## src/crp_pkg.sv

```systemverilog
/*
  crp_pkg: constants and types shared by the core reset and power state ends.
  Assumes a single 100 MHz core clock on both ends.
*/
// What this block does
// - both resets active low, any timing
// - reset pulse six cycles, synchronous release
// - power-on low resets regardless of soft
// - soft-only reset sets soft-reset flag
// - probe may mask soft reset in debug
// - never mask soft outside debug, power-on never
// - system asserts a reset at power-on
// - static design, clock may slow or stop
// - exception sets exactly one matching level bit
// - exception-level out follows status bit 1
// - error-level out follows status bit 2
// - debug-mode out follows debug bit 30
// - power logic watches levels, raises wake_req
// - idle stops clock, inputs keep sampled
// - interrupt, NMI or reset ends idle
// - sleep asserted when idle instruction executes
package crp_pkg;

  // ==========================================================
  // timing
  localparam int CRP_CLK_PERIOD_NS = 10;
  localparam int CRP_RESET_PULSE_CYCLES = 6;
  localparam int CRP_CNT_W = 3;

  // ==========================================================
  // register field positions
  localparam int CRP_STATUS_EXC_LVL_BIT = 1;
  localparam int CRP_STATUS_ERR_LVL_BIT = 2;
  localparam int CRP_STATUS_SOFT_FLAG_BIT = 20;
  localparam int CRP_DEBUG_MODE_BIT = 30;
  localparam logic [31:0] CRP_STATUS_RESET = 32'h0000_0004;
  localparam logic [31:0] CRP_DEBUG_RESET = 32'h0000_0000;
  // link control after reset: power-on reset pin held low
  localparam logic [31:0] CRP_LINK_RESET = 32'h0000_0002;

  // ==========================================================
  // software port offsets of the controller
  localparam logic [3:0] CRP_OFS_STATUS = 4'h0;
  localparam logic [3:0] CRP_OFS_DEBUG = 4'h1;
  localparam logic [3:0] CRP_OFS_CMD = 4'h2;
  localparam logic [3:0] CRP_OFS_LINK = 4'h3;

  // command bits in the command register
  localparam int CRP_CMD_EXC = 0;
  localparam int CRP_CMD_ERR = 1;
  localparam int CRP_CMD_DBG = 2;
  localparam int CRP_CMD_RET = 3;
  localparam int CRP_CMD_WAIT = 4;
  localparam int CRP_CMD_DERET = 5;

  // exception kinds
  typedef enum logic [1:0] {
    CRP_EXC_NONE,
    CRP_EXC_GENERAL,
    CRP_EXC_ERROR,
    CRP_EXC_DEBUG
  } crp_exc_t;

  // reset sequencer states
  typedef enum logic [1:0] {
    CRP_RUN,
    CRP_PULSE,
    CRP_IDLE
  } crp_state_t;

endpackage

```

## src/crp_if.sv

```systemverilog
/*
  crp_if: pins between the core and the system power and clock logic.
  Assumes both ends share clk; the testbench joins the modports.
*/
`timescale 1ns/100ps
interface crp_if;
  logic soft_reset_in_n;
  logic power_on_reset_in_n;
  logic soft_reset_mask_req;
  logic [7:0] hw_int;
  logic nmi;
  logic exception_level_out;
  logic error_level_out;
  logic debug_mode_out;
  logic sleep_out;
  logic core_reset_active;

  // ==========================================================
  // core end
  modport core (
    input soft_reset_in_n, power_on_reset_in_n, soft_reset_mask_req, hw_int, nmi,
    output exception_level_out, error_level_out, debug_mode_out, sleep_out,
    core_reset_active
  );

  // ==========================================================
  // system power logic end
  modport sys (
    output soft_reset_in_n, power_on_reset_in_n, soft_reset_mask_req, hw_int, nmi,
    input exception_level_out, error_level_out, debug_mode_out, sleep_out,
    core_reset_active
  );
endinterface

```

## src/crp_core.sv

```systemverilog
/*
  crp_core: reset intake, level bits and sleep indication of the core.
  Assumes the system logic drives the reset, interrupt and mask pins
  asynchronously; the execute side gives one-cycle exception commands.
*/
`timescale 1ns/100ps
module crp_core
  import crp_pkg::*;
(
  input wire logic clk,
  input wire logic rst_n,
  input wire logic ce,
  crp_if.core link,
  input wire logic exc_req,
  input wire logic err_req,
  input wire logic dbg_req,
  input wire logic eret_req,
  input wire logic deret_req,
  input wire logic wait_req,
  input wire logic soft_flag_clear,
  output logic [31:0] status_reg,
  output logic [31:0] debug_reg,
  output logic core_run
);
  logic [11:0] syn;
  logic soft_n;
  logic por_n;
  logic mask_req;
  logic nmi_syn;
  logic [7:0] int_syn;
  logic wake;
  logic exc_wake;
  logic soft_eff_low;
  logic any_reset;
  crp_state_t state;
  crp_state_t next_state;
  logic [CRP_CNT_W-1:0] cnt;
  logic [CRP_CNT_W-1:0] next_cnt;
  logic sleep;
  logic next_sleep;
  logic [31:0] next_status;
  logic [31:0] next_debug;

  // ==========================================================
  // helpers
  // counter load that starts a fresh six-cycle reset pulse
  function automatic logic [CRP_CNT_W-1:0] pulse_load();
    return CRP_CNT_W'(CRP_RESET_PULSE_CYCLES - 1);
  endfunction

  // ==========================================================
  // pin synchronisers
  // one synchroniser for every pin keeps the soft reset and the mask request
  // aligned, so a mask that arrives together with the soft reset is honoured
  // resynchronise reset pins
  crp_sync #(.W(12), .INIT(12'h000)) u_sync (
    .clk(clk),
    .rst_n(rst_n),
    .ce(ce),
    .d({link.soft_reset_in_n, link.power_on_reset_in_n, link.soft_reset_mask_req,
        link.nmi, link.hw_int}),
    .q(syn)
  );

  // split the synchronised pins; reset pins read low until the pipe fills
  assign soft_n = syn[11];
  assign por_n = syn[10];
  assign mask_req = syn[9];
  assign nmi_syn = syn[8];
  assign int_syn = syn[7:0];

  // ==========================================================
  // reset and wake decode
  // wake sources keep sampling during idle
  assign wake = nmi_syn | (|int_syn);
  // an exception taken while idle ends the idle state too
  assign exc_wake = dbg_req || err_req || exc_req;
  // mask soft reset only in debug mode
  assign soft_eff_low = !soft_n && !(mask_req && debug_reg[CRP_DEBUG_MODE_BIT]);
  // power-on reset wins regardless of soft
  assign any_reset = !por_n || soft_eff_low;

  // ==========================================================
  // sequencer: pulse counts down after the last sampled reset, run executes,
  // idle stands in for the stopped internal clock until a wake source
  always_comb begin
    next_state = state;
    next_cnt = cnt;
    next_sleep = sleep;
    if (any_reset) begin
      next_state = CRP_PULSE;
      next_cnt = pulse_load();
      next_sleep = 1'b0;
    end else begin
      case (state)
        CRP_PULSE: begin
          if (cnt == '0) begin
            next_state = CRP_RUN;
          end else begin
            next_cnt = cnt - CRP_CNT_W'(1);
          end
        end
        CRP_RUN: begin
          if (wait_req && !wake) begin
            next_state = CRP_IDLE;
            next_sleep = 1'b1;
          end
        end
        CRP_IDLE: begin
          if (wake || exc_wake) begin
            next_state = CRP_RUN;
            next_sleep = 1'b0;
          end
        end
        default: begin
          next_state = CRP_PULSE;
          next_cnt = pulse_load();
          next_sleep = 1'b0;
        end
      endcase
    end
  end

  always_ff @(posedge clk) begin
    if (!rst_n) begin
      state <= CRP_PULSE;
      cnt <= pulse_load();
      sleep <= 1'b0;
    end else if (ce) begin
      state <= next_state;
      cnt <= next_cnt;
      sleep <= next_sleep;
    end
  end

  // ==========================================================
  // level bits and soft-reset flag
  // requests that arrive while the reset pulse runs are dropped
  always_comb begin
    next_status = status_reg;
    next_debug = debug_reg;
    if (any_reset) begin
      next_status = CRP_STATUS_RESET;
      next_debug = CRP_DEBUG_RESET;
      next_status[CRP_STATUS_SOFT_FLAG_BIT] = por_n;
    end else if (state != CRP_PULSE) begin
      if (dbg_req) begin
        next_debug[CRP_DEBUG_MODE_BIT] = 1'b1;
      end else if (err_req) begin
        next_status[CRP_STATUS_ERR_LVL_BIT] = 1'b1;
      end else if (exc_req) begin
        next_status[CRP_STATUS_EXC_LVL_BIT] = 1'b1;
      end else if (deret_req) begin
        next_debug[CRP_DEBUG_MODE_BIT] = 1'b0;
      end else if (eret_req) begin
        // return clears the error level first, then the exception level
        if (status_reg[CRP_STATUS_ERR_LVL_BIT]) begin
          next_status[CRP_STATUS_ERR_LVL_BIT] = 1'b0;
        end else begin
          next_status[CRP_STATUS_EXC_LVL_BIT] = 1'b0;
        end
      end
      // software clears the soft-reset flag
      if (soft_flag_clear) begin
        next_status[CRP_STATUS_SOFT_FLAG_BIT] = 1'b0;
      end
    end
  end

  // level bits hold while clock enable is low
  always_ff @(posedge clk) begin
    if (!rst_n) begin
      status_reg <= CRP_STATUS_RESET;
      debug_reg <= CRP_DEBUG_RESET;
    end else if (ce) begin
      status_reg <= next_status;
      debug_reg <= next_debug;
    end
  end

  // ==========================================================
  // outputs
  // exception level mirror
  assign link.exception_level_out = status_reg[CRP_STATUS_EXC_LVL_BIT];
  assign link.error_level_out = status_reg[CRP_STATUS_ERR_LVL_BIT];
  assign link.debug_mode_out = debug_reg[CRP_DEBUG_MODE_BIT];
  assign link.sleep_out = sleep;
  // reset pulse in progress
  assign link.core_reset_active = (state == CRP_PULSE);
  assign core_run = (state == CRP_RUN);
endmodule // crp_core

```

## src/crp_sync.sv

```systemverilog
/*
  crp_sync: two flip-flop synchroniser for a bus of levels.
  Assumes inputs are asynchronous to clk; reset value is a parameter.
*/
`timescale 1ns/100ps
module crp_sync
  import crp_pkg::*;
#(
  parameter int W = 1,
  parameter logic [W-1:0] INIT = '0
) (
  input wire logic clk,
  input wire logic rst_n,
  input wire logic ce,
  input wire logic [W-1:0] d,
  output logic [W-1:0] q
);
  logic [W-1:0] meta;
  logic [W-1:0] next_meta;
  logic [W-1:0] next_q;

  // ==========================================================
  // next values; first stage feeds only the second
  always_comb begin
    next_meta = meta;
    next_q = q;
    if (!rst_n) begin
      next_meta = INIT;
      next_q = INIT;
    end else if (ce) begin
      next_meta = d;
      next_q = meta;
    end
  end

  // registers
  always_ff @(posedge clk) begin
    meta <= next_meta;
    q <= next_q;
  end
endmodule // crp_sync

```

## src/flat_wrapper.sv

```systemverilog
// flat-port wrapper written by rule: the top's interface ports become plain ports
module crp_core_flat import crp_pkg::*;
  (clk, rst_n, ce, exc_req, err_req, dbg_req, eret_req, deret_req, wait_req, soft_flag_clear, status_reg, debug_reg, core_run, link_soft_reset_in_n, link_power_on_reset_in_n, link_soft_reset_mask_req, link_hw_int, link_nmi, link_exception_level_out, link_error_level_out, link_debug_mode_out, link_sleep_out, link_core_reset_active);
  crp_if link_i ();
  input wire logic clk;
  input wire logic rst_n;
  input wire logic ce;
  input wire logic exc_req;
  input wire logic err_req;
  input wire logic dbg_req;
  input wire logic eret_req;
  input wire logic deret_req;
  input wire logic wait_req;
  input wire logic soft_flag_clear;
  output logic [31:0] status_reg;
  output logic [31:0] debug_reg;
  output logic core_run;
  input wire logic [$bits(link_i.soft_reset_in_n)-1:0] link_soft_reset_in_n;
  input wire logic [$bits(link_i.power_on_reset_in_n)-1:0] link_power_on_reset_in_n;
  input wire logic [$bits(link_i.soft_reset_mask_req)-1:0] link_soft_reset_mask_req;
  input wire logic [$bits(link_i.hw_int)-1:0] link_hw_int;
  input wire logic [$bits(link_i.nmi)-1:0] link_nmi;
  output wire logic [$bits(link_i.exception_level_out)-1:0] link_exception_level_out;
  output wire logic [$bits(link_i.error_level_out)-1:0] link_error_level_out;
  output wire logic [$bits(link_i.debug_mode_out)-1:0] link_debug_mode_out;
  output wire logic [$bits(link_i.sleep_out)-1:0] link_sleep_out;
  output wire logic [$bits(link_i.core_reset_active)-1:0] link_core_reset_active;
  assign link_i.soft_reset_in_n = link_soft_reset_in_n;
  assign link_i.power_on_reset_in_n = link_power_on_reset_in_n;
  assign link_i.soft_reset_mask_req = link_soft_reset_mask_req;
  assign link_i.hw_int = link_hw_int;
  assign link_i.nmi = link_nmi;
  assign link_exception_level_out = link_i.exception_level_out;
  assign link_error_level_out = link_i.error_level_out;
  assign link_debug_mode_out = link_i.debug_mode_out;
  assign link_sleep_out = link_i.sleep_out;
  assign link_core_reset_active = link_i.core_reset_active;
  crp_core u_core (.clk(clk), .rst_n(rst_n), .ce(ce), .link(link_i), .exc_req(exc_req), .err_req(err_req), .dbg_req(dbg_req), .eret_req(eret_req), .deret_req(deret_req), .wait_req(wait_req), .soft_flag_clear(soft_flag_clear), .status_reg(status_reg), .debug_reg(debug_reg), .core_run(core_run));
endmodule
```

## config.mk

```make
export PLATFORM = sky130hd
export DESIGN_NAME = crp_core_flat
export DESIGN_NICKNAME = d
export VERILOG_FILES = /design/src/crp_pkg.sv /design/src/crp_if.sv /design/src/crp_core.sv /design/src/crp_sync.sv /design/src/flat_wrapper.sv
export SDC_FILE = /design/constraint.sdc
export NUM_CORES = 1
export LEC_CHECK = 0
export ABC_CLOCK_PERIOD_IN_PS = 4320
export BUFFER_PORTS_ARGS = -buffer_cell sky130_fd_sc_hd__buf_2
export CORE_UTILIZATION = 40
export CTS_CLUSTER_SIZE = 25
export DETAILED_ROUTE_END_ITERATION = 16
export GPL_ROUTABILITY_DRIVEN = 1
export GPL_TIMING_DRIVEN = 0
export PLACE_DENSITY = 0.69
export SLEW_MARGIN = 15
export SYNTH_ARGS = -nofsm -noshare
export SYNTH_HDL_FRONTEND = slang
export SYNTH_HIERARCHICAL = 1
export SYNTH_SLANG_ARGS = --single-unit
```

## constraint.sdc

```tcl
create_clock -name clk -period 4.32 [get_ports clk]
set_clock_uncertainty 0.1 [all_clocks]
set_input_delay 0 -clock clk [delete_from_list [all_inputs] [get_ports clk]]
set_output_delay 0 -clock clk [all_outputs]
set_load 0.005 [all_outputs]
```

==> results_dict.tcl, run 1 <==
set metrics [dict create \
    status "completed" \
    cts_buffers 5 \
    fin_ws_ns 2.56 \
    total_power_uw 756 \
    min_path_type "in2reg" \
    place_congestion 0.828 \
    synth.cell_area_mm2 0.00209 \
    end_kind "flip-flop" \
    synth.area.mux_share 0.120 \
    drtAntennaViolNets 0 \
    synth-edff-count 0 \
    grt_max_degree 14 \
    cp_data_required_time_ns 4.40 \
    drt_iter0_drc 55 \
    clock_latency_ns 0.27 \
    drt-total-wl_um 3630 \
    clk_pin_slew_ns 0.07 \
    dieArea_mm2 0.00551 \
    drv_cap 0 \
    reg.largest.list "u_core/u_sync/meta (12), u_core/u_sync/q (12)" \
    fillers 446 \
    path_class "reg2reg" \
    cp.arrival_ns 1.85 \
    final_cell_mix "63 x buf_4, 60 x conb_1, 34 x dfxtp_1" \
    synth_top_family_by_area "buffers and inverters" \
    slew-limit-headroom 0.648 \
    cts_tree "yes" \
    dr.pass1.iters 4 \
    synth_ff_type "dfxtp_1" \
    max_freq_mhz 567 \
    syn_inst 223 \
    max-vdd-ir-drop_uv 258 \
    ys_types 43 \
    layout-drive-gt1-share 0.332 \
    drcViolationCount 0 \
    rsz0062_at_grt "false" \
    synthXorXnorAreaFrac 0 \
    leakage_uw 0.00142 \
    nets 358 \
    cp_max_fo 2 \
    antenna_cells 0 \
    powerDensity_mw_per_mm2 270 \
    portBuffers 31 \
    wire_per_inst_um 9.06 \
    vias 1594 \
    cts.path.max_buffers 2 \
    grt_first_pass_wirelength_um 5490 \
    rows 25 \
    ys_async_sr_fraction 0 \
    die_x_um 74.2 \
    fin_cells 401 \
    avgSynthCellArea_um2 9.35 \
    synth_simple_gate_area_share 0.177 \
    layout_commonest_cell "buf_4" \
    yosys_register_bits 34 \
    grt_overflow_total 0 \
    start_kind "flip-flop" \
    grt_pass1_vias 1245 \
    synth_compound_area_frac 0.0894 \
    num_io_pins 92 \
    core_area_mm2 0.00488 \
    clockRootBuffer "clkbuf_8" \
    post_cts_resized 0 \
    worst_slew_pin_slew_ns 0.520 \
    numClockSinks 34 \
    die_height_um 74.2 \
    setup_viol 0 \
    initial_core_util 0.427 \
    final.period_utilization 0.408 \
    fin_crit_ns 1.76 \
    ys_seq_area_frac 0.326 \
    htreeDepth 2 \
    grt.total_usage 0.128 \
    avgViaCountPerCell 3.98 \
    antenna_found_initial 0 \
    dp.cells 380 \
    ys_warn_count 6 \
    syn_to_final_growth_pct 34.2 \
    post-place-ws_ns 2.58 \
    finalSetupTns_ns 0 \
    hpwl_um 2790 \
    slew_viol_final 0 \
    synth_fa_ha_area_frac 0.0120 \
    finalHoldViolCount 0 \
]
## through the flow
step | instance area (um2) | utilization | hold slack [ns]
after floorplan | 2310 | - | 0.0177
after global placement | 2550 | 0.522 | 0.155
after detailed placement | 2550 | 0.522 | 0.166
after CTS | 2800 | 0.574 | 0.0110
after global routing | 2800 | 0.574 | 0.0296
final | 2800 | 0.574 | 0.0228
## cell type report
cell class	instances	area (um2)	share of cell area
multi-input combinational	170	1060	0.377
clock buffer	6	82.6	0.0295
inverter	8	30.0	0.0107
buffer	70	541	0.193
sequential	34	681	0.243
timing repair buffer	45	295	0.105
tap	67	83.8	0.0300
clock inverter	1	30.0	0.0107
## per-layer routing
layer / wire length [um] / vias to the layer above / part of all wire / global-route usage
met1: 1670 / 681 / 0.46 / 0.156
met5: 0 / - / 0 / 0
met4: 7 / 0 / 0.0019 / 0.0252
met3: 198 / 2 / 0.055 / 0.0339
li1: - / 863 / - / -
met2: 1750 / 48 / 0.48 / 0.228
## cells in the mapped netlist, types with 2 or more instances
library cell / count / area, um2
o21a_1: 2 / 15.0
nor3_1: 4 / 20.0
o21ai_0: 5 / 25.0
nand3b_1: 2 / 15.0
nand3_1: 2 / 10.0
a21o_1: 2 / 15.0
nor2b_1: 24 / 150
o211ai_1: 2 / 15.0
a21boi_0: 2 / 15.0
a21oi_1: 3 / 15.0
buf_4: 63 / 473
dfxtp_1: 34 / 681
inv_1: 8 / 30.0
mux2i_1: 25 / 250
or4b_1: 2 / 20.0
nor4_1: 3 / 18.8
buf_12: 2 / 40.0
nand2_1: 5 / 18.8
ha_1: 2 / 25.0
nor2_1: 5 / 18.8
clkbuf_1: 3 / 11.3
a221o_1: 2 / 20.0
## cells by family (layout without fill, tap and decap cells)
group / count (synthesis) / after routing
AOI/OAI and AO/OA: 25 / 25
and+or+nand+nor: 58 / 58
buffers and inverters: 78 / 130
adders and majority gates: 2 / 2
DFF: 34 / 34
other: 1 / 60
muxes: 25 / 25
## worst paths after layout
path                                                       from                                  to  slack [ns]  cells past startpoint
worst min-delay path                                         ce          u_core/cnt[1]$_SDFFE_PN0P_        0.02                      4
worst max register to register  u_core/u_sync/q[2]$_SDFFE_PN0P_  u_core/link.sleep_out$_SDFFE_PN0P_        2.56                      4
worst min register to register       u_core/cnt[1]$_SDFFE_PN0P_          u_core/cnt[1]$_SDFFE_PN0P_        0.38                      2
worst max-delay path            u_core/u_sync/q[2]$_SDFFE_PN0P_  u_core/link.sleep_out$_SDFFE_PN0P_        2.56                      4
## critical path, cell delays in order, from the launching register on
cell      delay (ns)
dfxtp_1         0.32
or4_4           0.56
nor4_1          0.37
a311oi_1        0.18
o32ai_1         0.15
## report_power, final
group	total [uW]	internal, uW	leakage (uW)	switching [uW]
logic	132	79.3	0.00109	52.9
clock network	291	184	0.0000573	107
registers	333	325	0.000278	7.71
total	756	589	0.00142	167
## timing repair
| item | 4_1_cts | 5_1_grt |
|---|---|---|
| hold buffers | 14 | 0 |
| hold endpoints to repair | 18 | 0 |
| endpoints found under the setup margin | 0 | 0 |
| buffers inserted | 0 | 0 |
(Power assumes the default switching activity.)
==> inputs of run 2 (changes only) <==
--- a/config.mk
+++ b/config.mk
@@ -5,7 +5,7 @@
 export SDC_FILE = /design/constraint.sdc
 export NUM_CORES = 1
 export LEC_CHECK = 0
-export ABC_CLOCK_PERIOD_IN_PS = 4320
+export ABC_CLOCK_PERIOD_IN_PS = 1650
 export BUFFER_PORTS_ARGS = -buffer_cell sky130_fd_sc_hd__buf_2
 export CORE_UTILIZATION = 40
 export CTS_CLUSTER_SIZE = 25
==> constraint.sdc (replaced) <==
create_clock -name clk -period 1.65 [get_ports clk]
set_clock_uncertainty 0.1 [all_clocks]
set_input_delay 0 -clock clk [delete_from_list [all_inputs] [get_ports clk]]
set_output_delay 0 -clock clk [all_outputs]
set_load 0.005 [all_outputs]
==> run 2 against run 1 <==
  * The flow now finishes with violations (negative setup slack)
  * Count of clock-buffer cells in the layout did not move
  * Worst hold slack worse by 0.0048 ns
  * Register-to-register slack got worse by 2.6 ns
  * Via count rose by 2.4%
  * Largest power group unchanged
==> results_dict.tcl, run 2 (synthesis results as in run 1) <==
set metrics [dict create \
    status "complete, but fails checks" \
    violations "negative setup slack" \
    cts_buffers 5 \
    num_io_pins 92 \
    grt-busiest-layer "met2" \
    fillers 435 \
    drv_cap 0 \
    powerDensity_mw_per_mm2 696 \
    grt_overflow_total 0 \
    dieArea_mm2 0.00551 \
    layout_commonest_cell "buf_4" \
    r2r-start "u_core/cnt[0]$_SDFFE_PN1P_" \
    syn_to_final_growth_pct 37.6 \
    final.period_utilization 1.02 \
    nets 362 \
    grt_use_met1 0.166 \
    hpwl_um 2790 \
    die_height_um 74.2 \
    worst_slew_pin_slew_ns 0.534 \
    setup_viol 5 \
    antenna_cells 0 \
    cp_max_fo 6 \
    avgViaCountPerCell 4.03 \
    grt.total_usage 0.135 \
    hp-start "err_req" \
    start_kind "flip-flop" \
    cts.path.max_buffers 2 \
    dr.pass1.iters 4 \
    place_congestion 0.828 \
    post-place-ws_ns -0.0929 \
    wire_per_inst_um 9.38 \
    reg.largest.list "u_core/u_sync/meta (12), u_core/u_sync/q (12)" \
    slew-limit-headroom 0.639 \
    end_kind "flip-flop" \
    core_area_mm2 0.00488 \
    die_x_um 74.2 \
    grt_use_met3 0.0339 \
    power_switching_share 0.223 \
    drt_iter0_drc 37 \
    htreeDepth 2 \
    min_path_type "in2reg" \
    seqPwrFrac 0.437 \
    grt_max_degree 14 \
    grt_pass1_vias 1286 \
    portBuffers 31 \
    finalCoreUtilization 0.588 \
    vias 1632 \
    clock_latency_ns 0.28 \
    cp_data_required_time_ns 1.71 \
    drt-total-wl_um 3800 \
    fin_crit_ns 1.68 \
    antenna_found_initial 0 \
    switchingPower_uw 446 \
    slew_viol_final 0 \
    layout-drive-gt1-share 0.379 \
    final_cell_mix "68 x buf_4, 60 x conb_1, 32 x buf_2" \
    leakage_uw 0.00145 \
    fin_ws_ns -0.0290 \
    numClockSinks 34 \
    comb_power_share 0.181 \
    clk_pin_slew_ns 0.07 \
    grtUsageMet2 0.239 \
    rsz0062_at_grt "true" \
    drtAntennaViolNets 0 \
    crit_start "u_core/cnt[0]$_SDFFE_PN1P_" \
    initial_core_util 0.427 \
    max-vdd-ir-drop_uv 674 \
    max_freq_mhz 596 \
    clockRootBuffer "clkbuf_8" \
    p_int_uw 1550 \
    cts_tree "yes" \
    drcViolationCount 0 \
    rows 25 \
    pwr-share-clk 0.382 \
    cp.arrival_ns 1.74 \
    finalHoldViolCount 0 \
    grt_first_pass_wirelength_um 5770 \
    path_class "reg2reg" \
]
run 2: cell types whose count changed in the layout (fill, tap and decap cells not counted), sizes merged:
cell         change
buf              +5
dlygate4sd3      -1
run 2: power groups by stage:
stage | clock network, uW | registers (uW) | logic (uW)
floorplan | 0 | 884 | 262
global placement | 0 | 889 | 314
detailed placement | 0 | 890 | 316
CTS | 786 | 872 | 350
global route | 821 | 877 | 401
finish | 763 | 873 | 362
run 2: routing by layer:
metal / wire, um / vias up
met5: 0 / -
met4: 7 / 0
met3: 250 / 2
met2: 1870 / 61
met1: 1670 / 703
li1: - / 866
run 2: worst max-delay path, cell delays in order, from the launching register on:
cell and delay (ns):
dfxtp_2 0.33, inv_2 0.05, ha_1 0.12, or3b_4 0.40, a211oi_4 0.33, nor3_1 0.08
nand3b_1 0.16
run 2: area by class of cell:
type,count,area (um2),area share
multi-input combinational,170,1090,0.381
sequential,34,686,0.239
inverter,8,30.0,0.0105
tap,67,83.8,0.0292
timing repair buffer,49,323,0.112
clock buffer,6,82.6,0.0288
buffer,70,541,0.188
clock inverter,1,30.0,0.0105
run 2: path summary, 6_finish.rpt:
kind	end	slack, ns	depth (start not counted)
worst max-delay path	u_core/cnt[0]$_SDFFE_PN1P_	-0.03	6
worst min-delay path	u_core/status_reg[2]$_SDFFE_PN1P_	0.02	3
worst max register to register	u_core/cnt[0]$_SDFFE_PN1P_	-0.03	6
worst min register to register	u_core/link.sleep_out$_SDFFE_PN0P_	0.39	2
run 2: through the flow:
stage / hold slack (ns) / cell area [um2] / instances / power, uW / setup TNS [ns]
detailed placement: 0.166 / 2550 / 380 / 1210 / -0.367
CTS: 0.0000689 / 2850 / 404 / 2010 / -0.0383
global route: 0.0305 / 2870 / 405 / 2100 / -0.421
finish: 0.0180 / 2870 / 405 / 2000 / -0.106
global placement: 0.155 / 2550 / 380 / 1200 / -0.268
floorplan: 0.0177 / 2310 / 282 / 1150 / 0
run 2: timing repair:
action,4_1_cts,5_1_grt
hold buffers,13,0
gates resized for setup,13,3
endpoints found under the hold margin,17,0
setup endpoints to repair,6,8
setup buffers,4,1
pin swaps,3,2
==> inputs of run 3 (changes only) <==
--- a/config.mk
+++ b/config.mk
@@ -6,7 +6,7 @@
 export NUM_CORES = 1
 export LEC_CHECK = 0
 export ABC_CLOCK_PERIOD_IN_PS = 1650
-export BUFFER_PORTS_ARGS = -buffer_cell sky130_fd_sc_hd__buf_2
+export BUFFER_PORTS_ARGS = -buffer_cell sky130_fd_sc_hd__clkbuf_2
 export CORE_UTILIZATION = 40
 export CTS_CLUSTER_SIZE = 25
 export DETAILED_ROUTE_END_ITERATION = 16
==> run 3 against run 2 <==
  * Highest routed layer unchanged
  * Combinational power barely moved
  * Worst hold slack lost 0.0071 ns
  * Core utilization decreased by 0.21 points
  * The run still ends with negative setup slack left
  * Critical path depth unchanged
  * Power is 0.11% higher
  * Maximum frequency shrank 1.8%
  * Routed wire length grew 1.2%
  * Cell area fell by 0.35%
  * Largest cell class unchanged
  * Cell count shrank 0.25%
==> results_dict.tcl, run 3 (synthesis results as in run 1) <==
set metrics [dict create \
    drtAntennaViolNets 0 \
    rsz0062_at_grt "true" \
    layout_commonest_cell "buf_4" \
    dr.pass1.iters 4 \
    clk_pin_slew_ns 0.07 \
    finalCoreUtilization 0.586 \
    cp_max_fo 6 \
    nets 361 \
    drt_iter0_drc 65 \
    avgViaCountPerCell 4.05 \
    antenna_found_initial 0 \
    worst_slew_pin_slew_ns 0.485 \
    slowest_stage "or3b_4" \
    initial_core_util 0.427 \
    rows 25 \
    grt_max_degree 14 \
    hpwl_um 2810 \
    setup_viol 5 \
    final.period_utilization 1.04 \
    wl_met3_um 267 \
    violations "negative setup slack" \
    drt-total-wl_um 3850 \
    crit_chain "inv_2, ha_2, or3b_4, a211oi_4, nor3_1, nand3b_1" \
    drv_cap 0 \
    wire_per_inst_um 9.52 \
    max_freq_mhz 585 \
    total_power_uw 2000 \
    path_class "reg2reg" \
    cp_data_required_time_ns 1.72 \
    end_kind "flip-flop" \
    min_path_type "in2reg" \
    syn_to_final_growth_pct 37.1 \
    clock_latency_ns 0.28 \
    grt_first_pass_wirelength_um 5890 \
    fin_crit_ns 1.71 \
    max-vdd-ir-drop_uv 575 \
    fin_cells 404 \
    antenna_cells 0 \
    slew_viol_final 0 \
    status "complete, but fails checks" \
    powerDensity_mw_per_mm2 699 \
    vias 1637 \
    regToRegSetupSlack_ns -0.06 \
    leakage_uw 0.00144 \
    num_io_pins 92 \
    finalSetupTns_ns -0.203 \
    finalHoldViolCount 0 \
    slowest_delay_ns 0.38 \
    dieArea_mm2 0.00551 \
    die_x_um 74.2 \
    cp.arrival_ns 1.78 \
    place_congestion 0.827 \
    wl_met2_um 1850 \
    drcViolationCount 0 \
    cts_buffers 5 \
    dp.cells 380 \
    fin_ws_ns -0.0606 \
    die_height_um 74.2 \
    htreeDepth 2 \
    grt_pass1_vias 1357 \
    grt.total_usage 0.137 \
    clockRootBuffer "clkbuf_8" \
    layout-drive-gt1-share 0.383 \
    drt-met1-wl_um 1700 \
    reg.largest.list "u_core/u_sync/meta (12), u_core/u_sync/q (12)" \
    slew-limit-headroom 0.672 \
    numClockSinks 34 \
    cts_tree "yes" \
    final_cell_mix "68 x buf_4, 60 x conb_1, 31 x clkbuf_2" \
    portBuffers 31 \
    grt_overflow_total 0 \
    core_area_mm2 0.00488 \
    cts.path.max_buffers 2 \
    highest_layer "met4" \
    start_kind "flip-flop" \
]
==> run 3: cell count changes in the layout (fill, tap and decap cells not counted) <==
cell,before,now
buf_2,32,1
clkbuf_2,0,31
dlygate4sd3_1,13,12
ha_1,2,1
ha_2,0,1
or2_2,0,1
or2_4,1,0
==> run 3: cell type report <==
| class | instances | area, um2 |
|---|---|---|
| fill | 477 | 2020 |
| multi-input combinational | 170 | 1090 |
| clock buffer | 6 | 82.6 |
| timing repair buffer | 48 | 313 |
| tap | 67 | 83.8 |
| sequential | 34 | 686 |
| buffer | 70 | 541 |
| inverter | 8 | 30.0 |
| clock inverter | 1 | 30.0 |
==> run 3: path summary, 6_finish.rpt <==
kind / from / end / cells past startpoint
setup / recovery: u_core/cnt[1]$_SDFFE_PN0P_ / u_core/cnt[0]$_SDFFE_PN1P_ / 6
hold / removal: ce / u_core/cnt[1]$_SDFFE_PN0P_ / 4
setup reg to reg: u_core/cnt[1]$_SDFFE_PN0P_ / u_core/cnt[0]$_SDFFE_PN1P_ / 6
hold reg to reg: u_core/link.sleep_out$_SDFFE_PN0P_ / u_core/link.sleep_out$_SDFFE_PN0P_ / 2
==> run 3: what timing repair did <==
action,in CTS,in global routing
hold buffers,12,0
endpoints found under the setup margin,6,8
endpoints found under the hold margin,12,0
pin swaps,5,3
setup buffers,3,2
resized for setup,13,3
==> run 3: worst max-delay path, delay by kind of cell (launching register included) <==
| family | cells | cell delay (ns) |
|---|---|---|
| compound gates | 1 | 0.32 |
| fa+ha+maj | 1 | 0.15 |
| buf+inv | 1 | 0.06 |
| flops | 1 | 0.33 |
| simple gates | 3 | 0.64 |
==> run 3: where the power goes <==
part / switching, uW / internal (uW) / leakage, uW
combinational: 145 / 216 / 0.00111
sequential: 21.5 / 852 / 0.000278
clock: 283 / 483 / 0.0000573
total: 450 / 1550 / 0.00144
==> run 3: routing by layer <==
| layer | up-vias | track usage |
|---|---|---|
| li1 | 864 | - |
| met3 | 3 | 0.0325 |
| met1 | 710 | 0.162 |
| met2 | 60 | 0.253 |
| met5 | - | 0 |
| met4 | 0 | 0.0314 |
==> run 3: metrics by stage <==
step	worst slack [ns]	hold WS [ns]	area [um2]
after floorplan	0.0342	0.0177	2310
after global placement	-0.0612	0.156	2550
after detailed placement	-0.0967	0.166	2550
after CTS	-0.0379	0.00390	2830
after global routing	-0.124	0.0212	2860
final	-0.0606	0.0109	2860
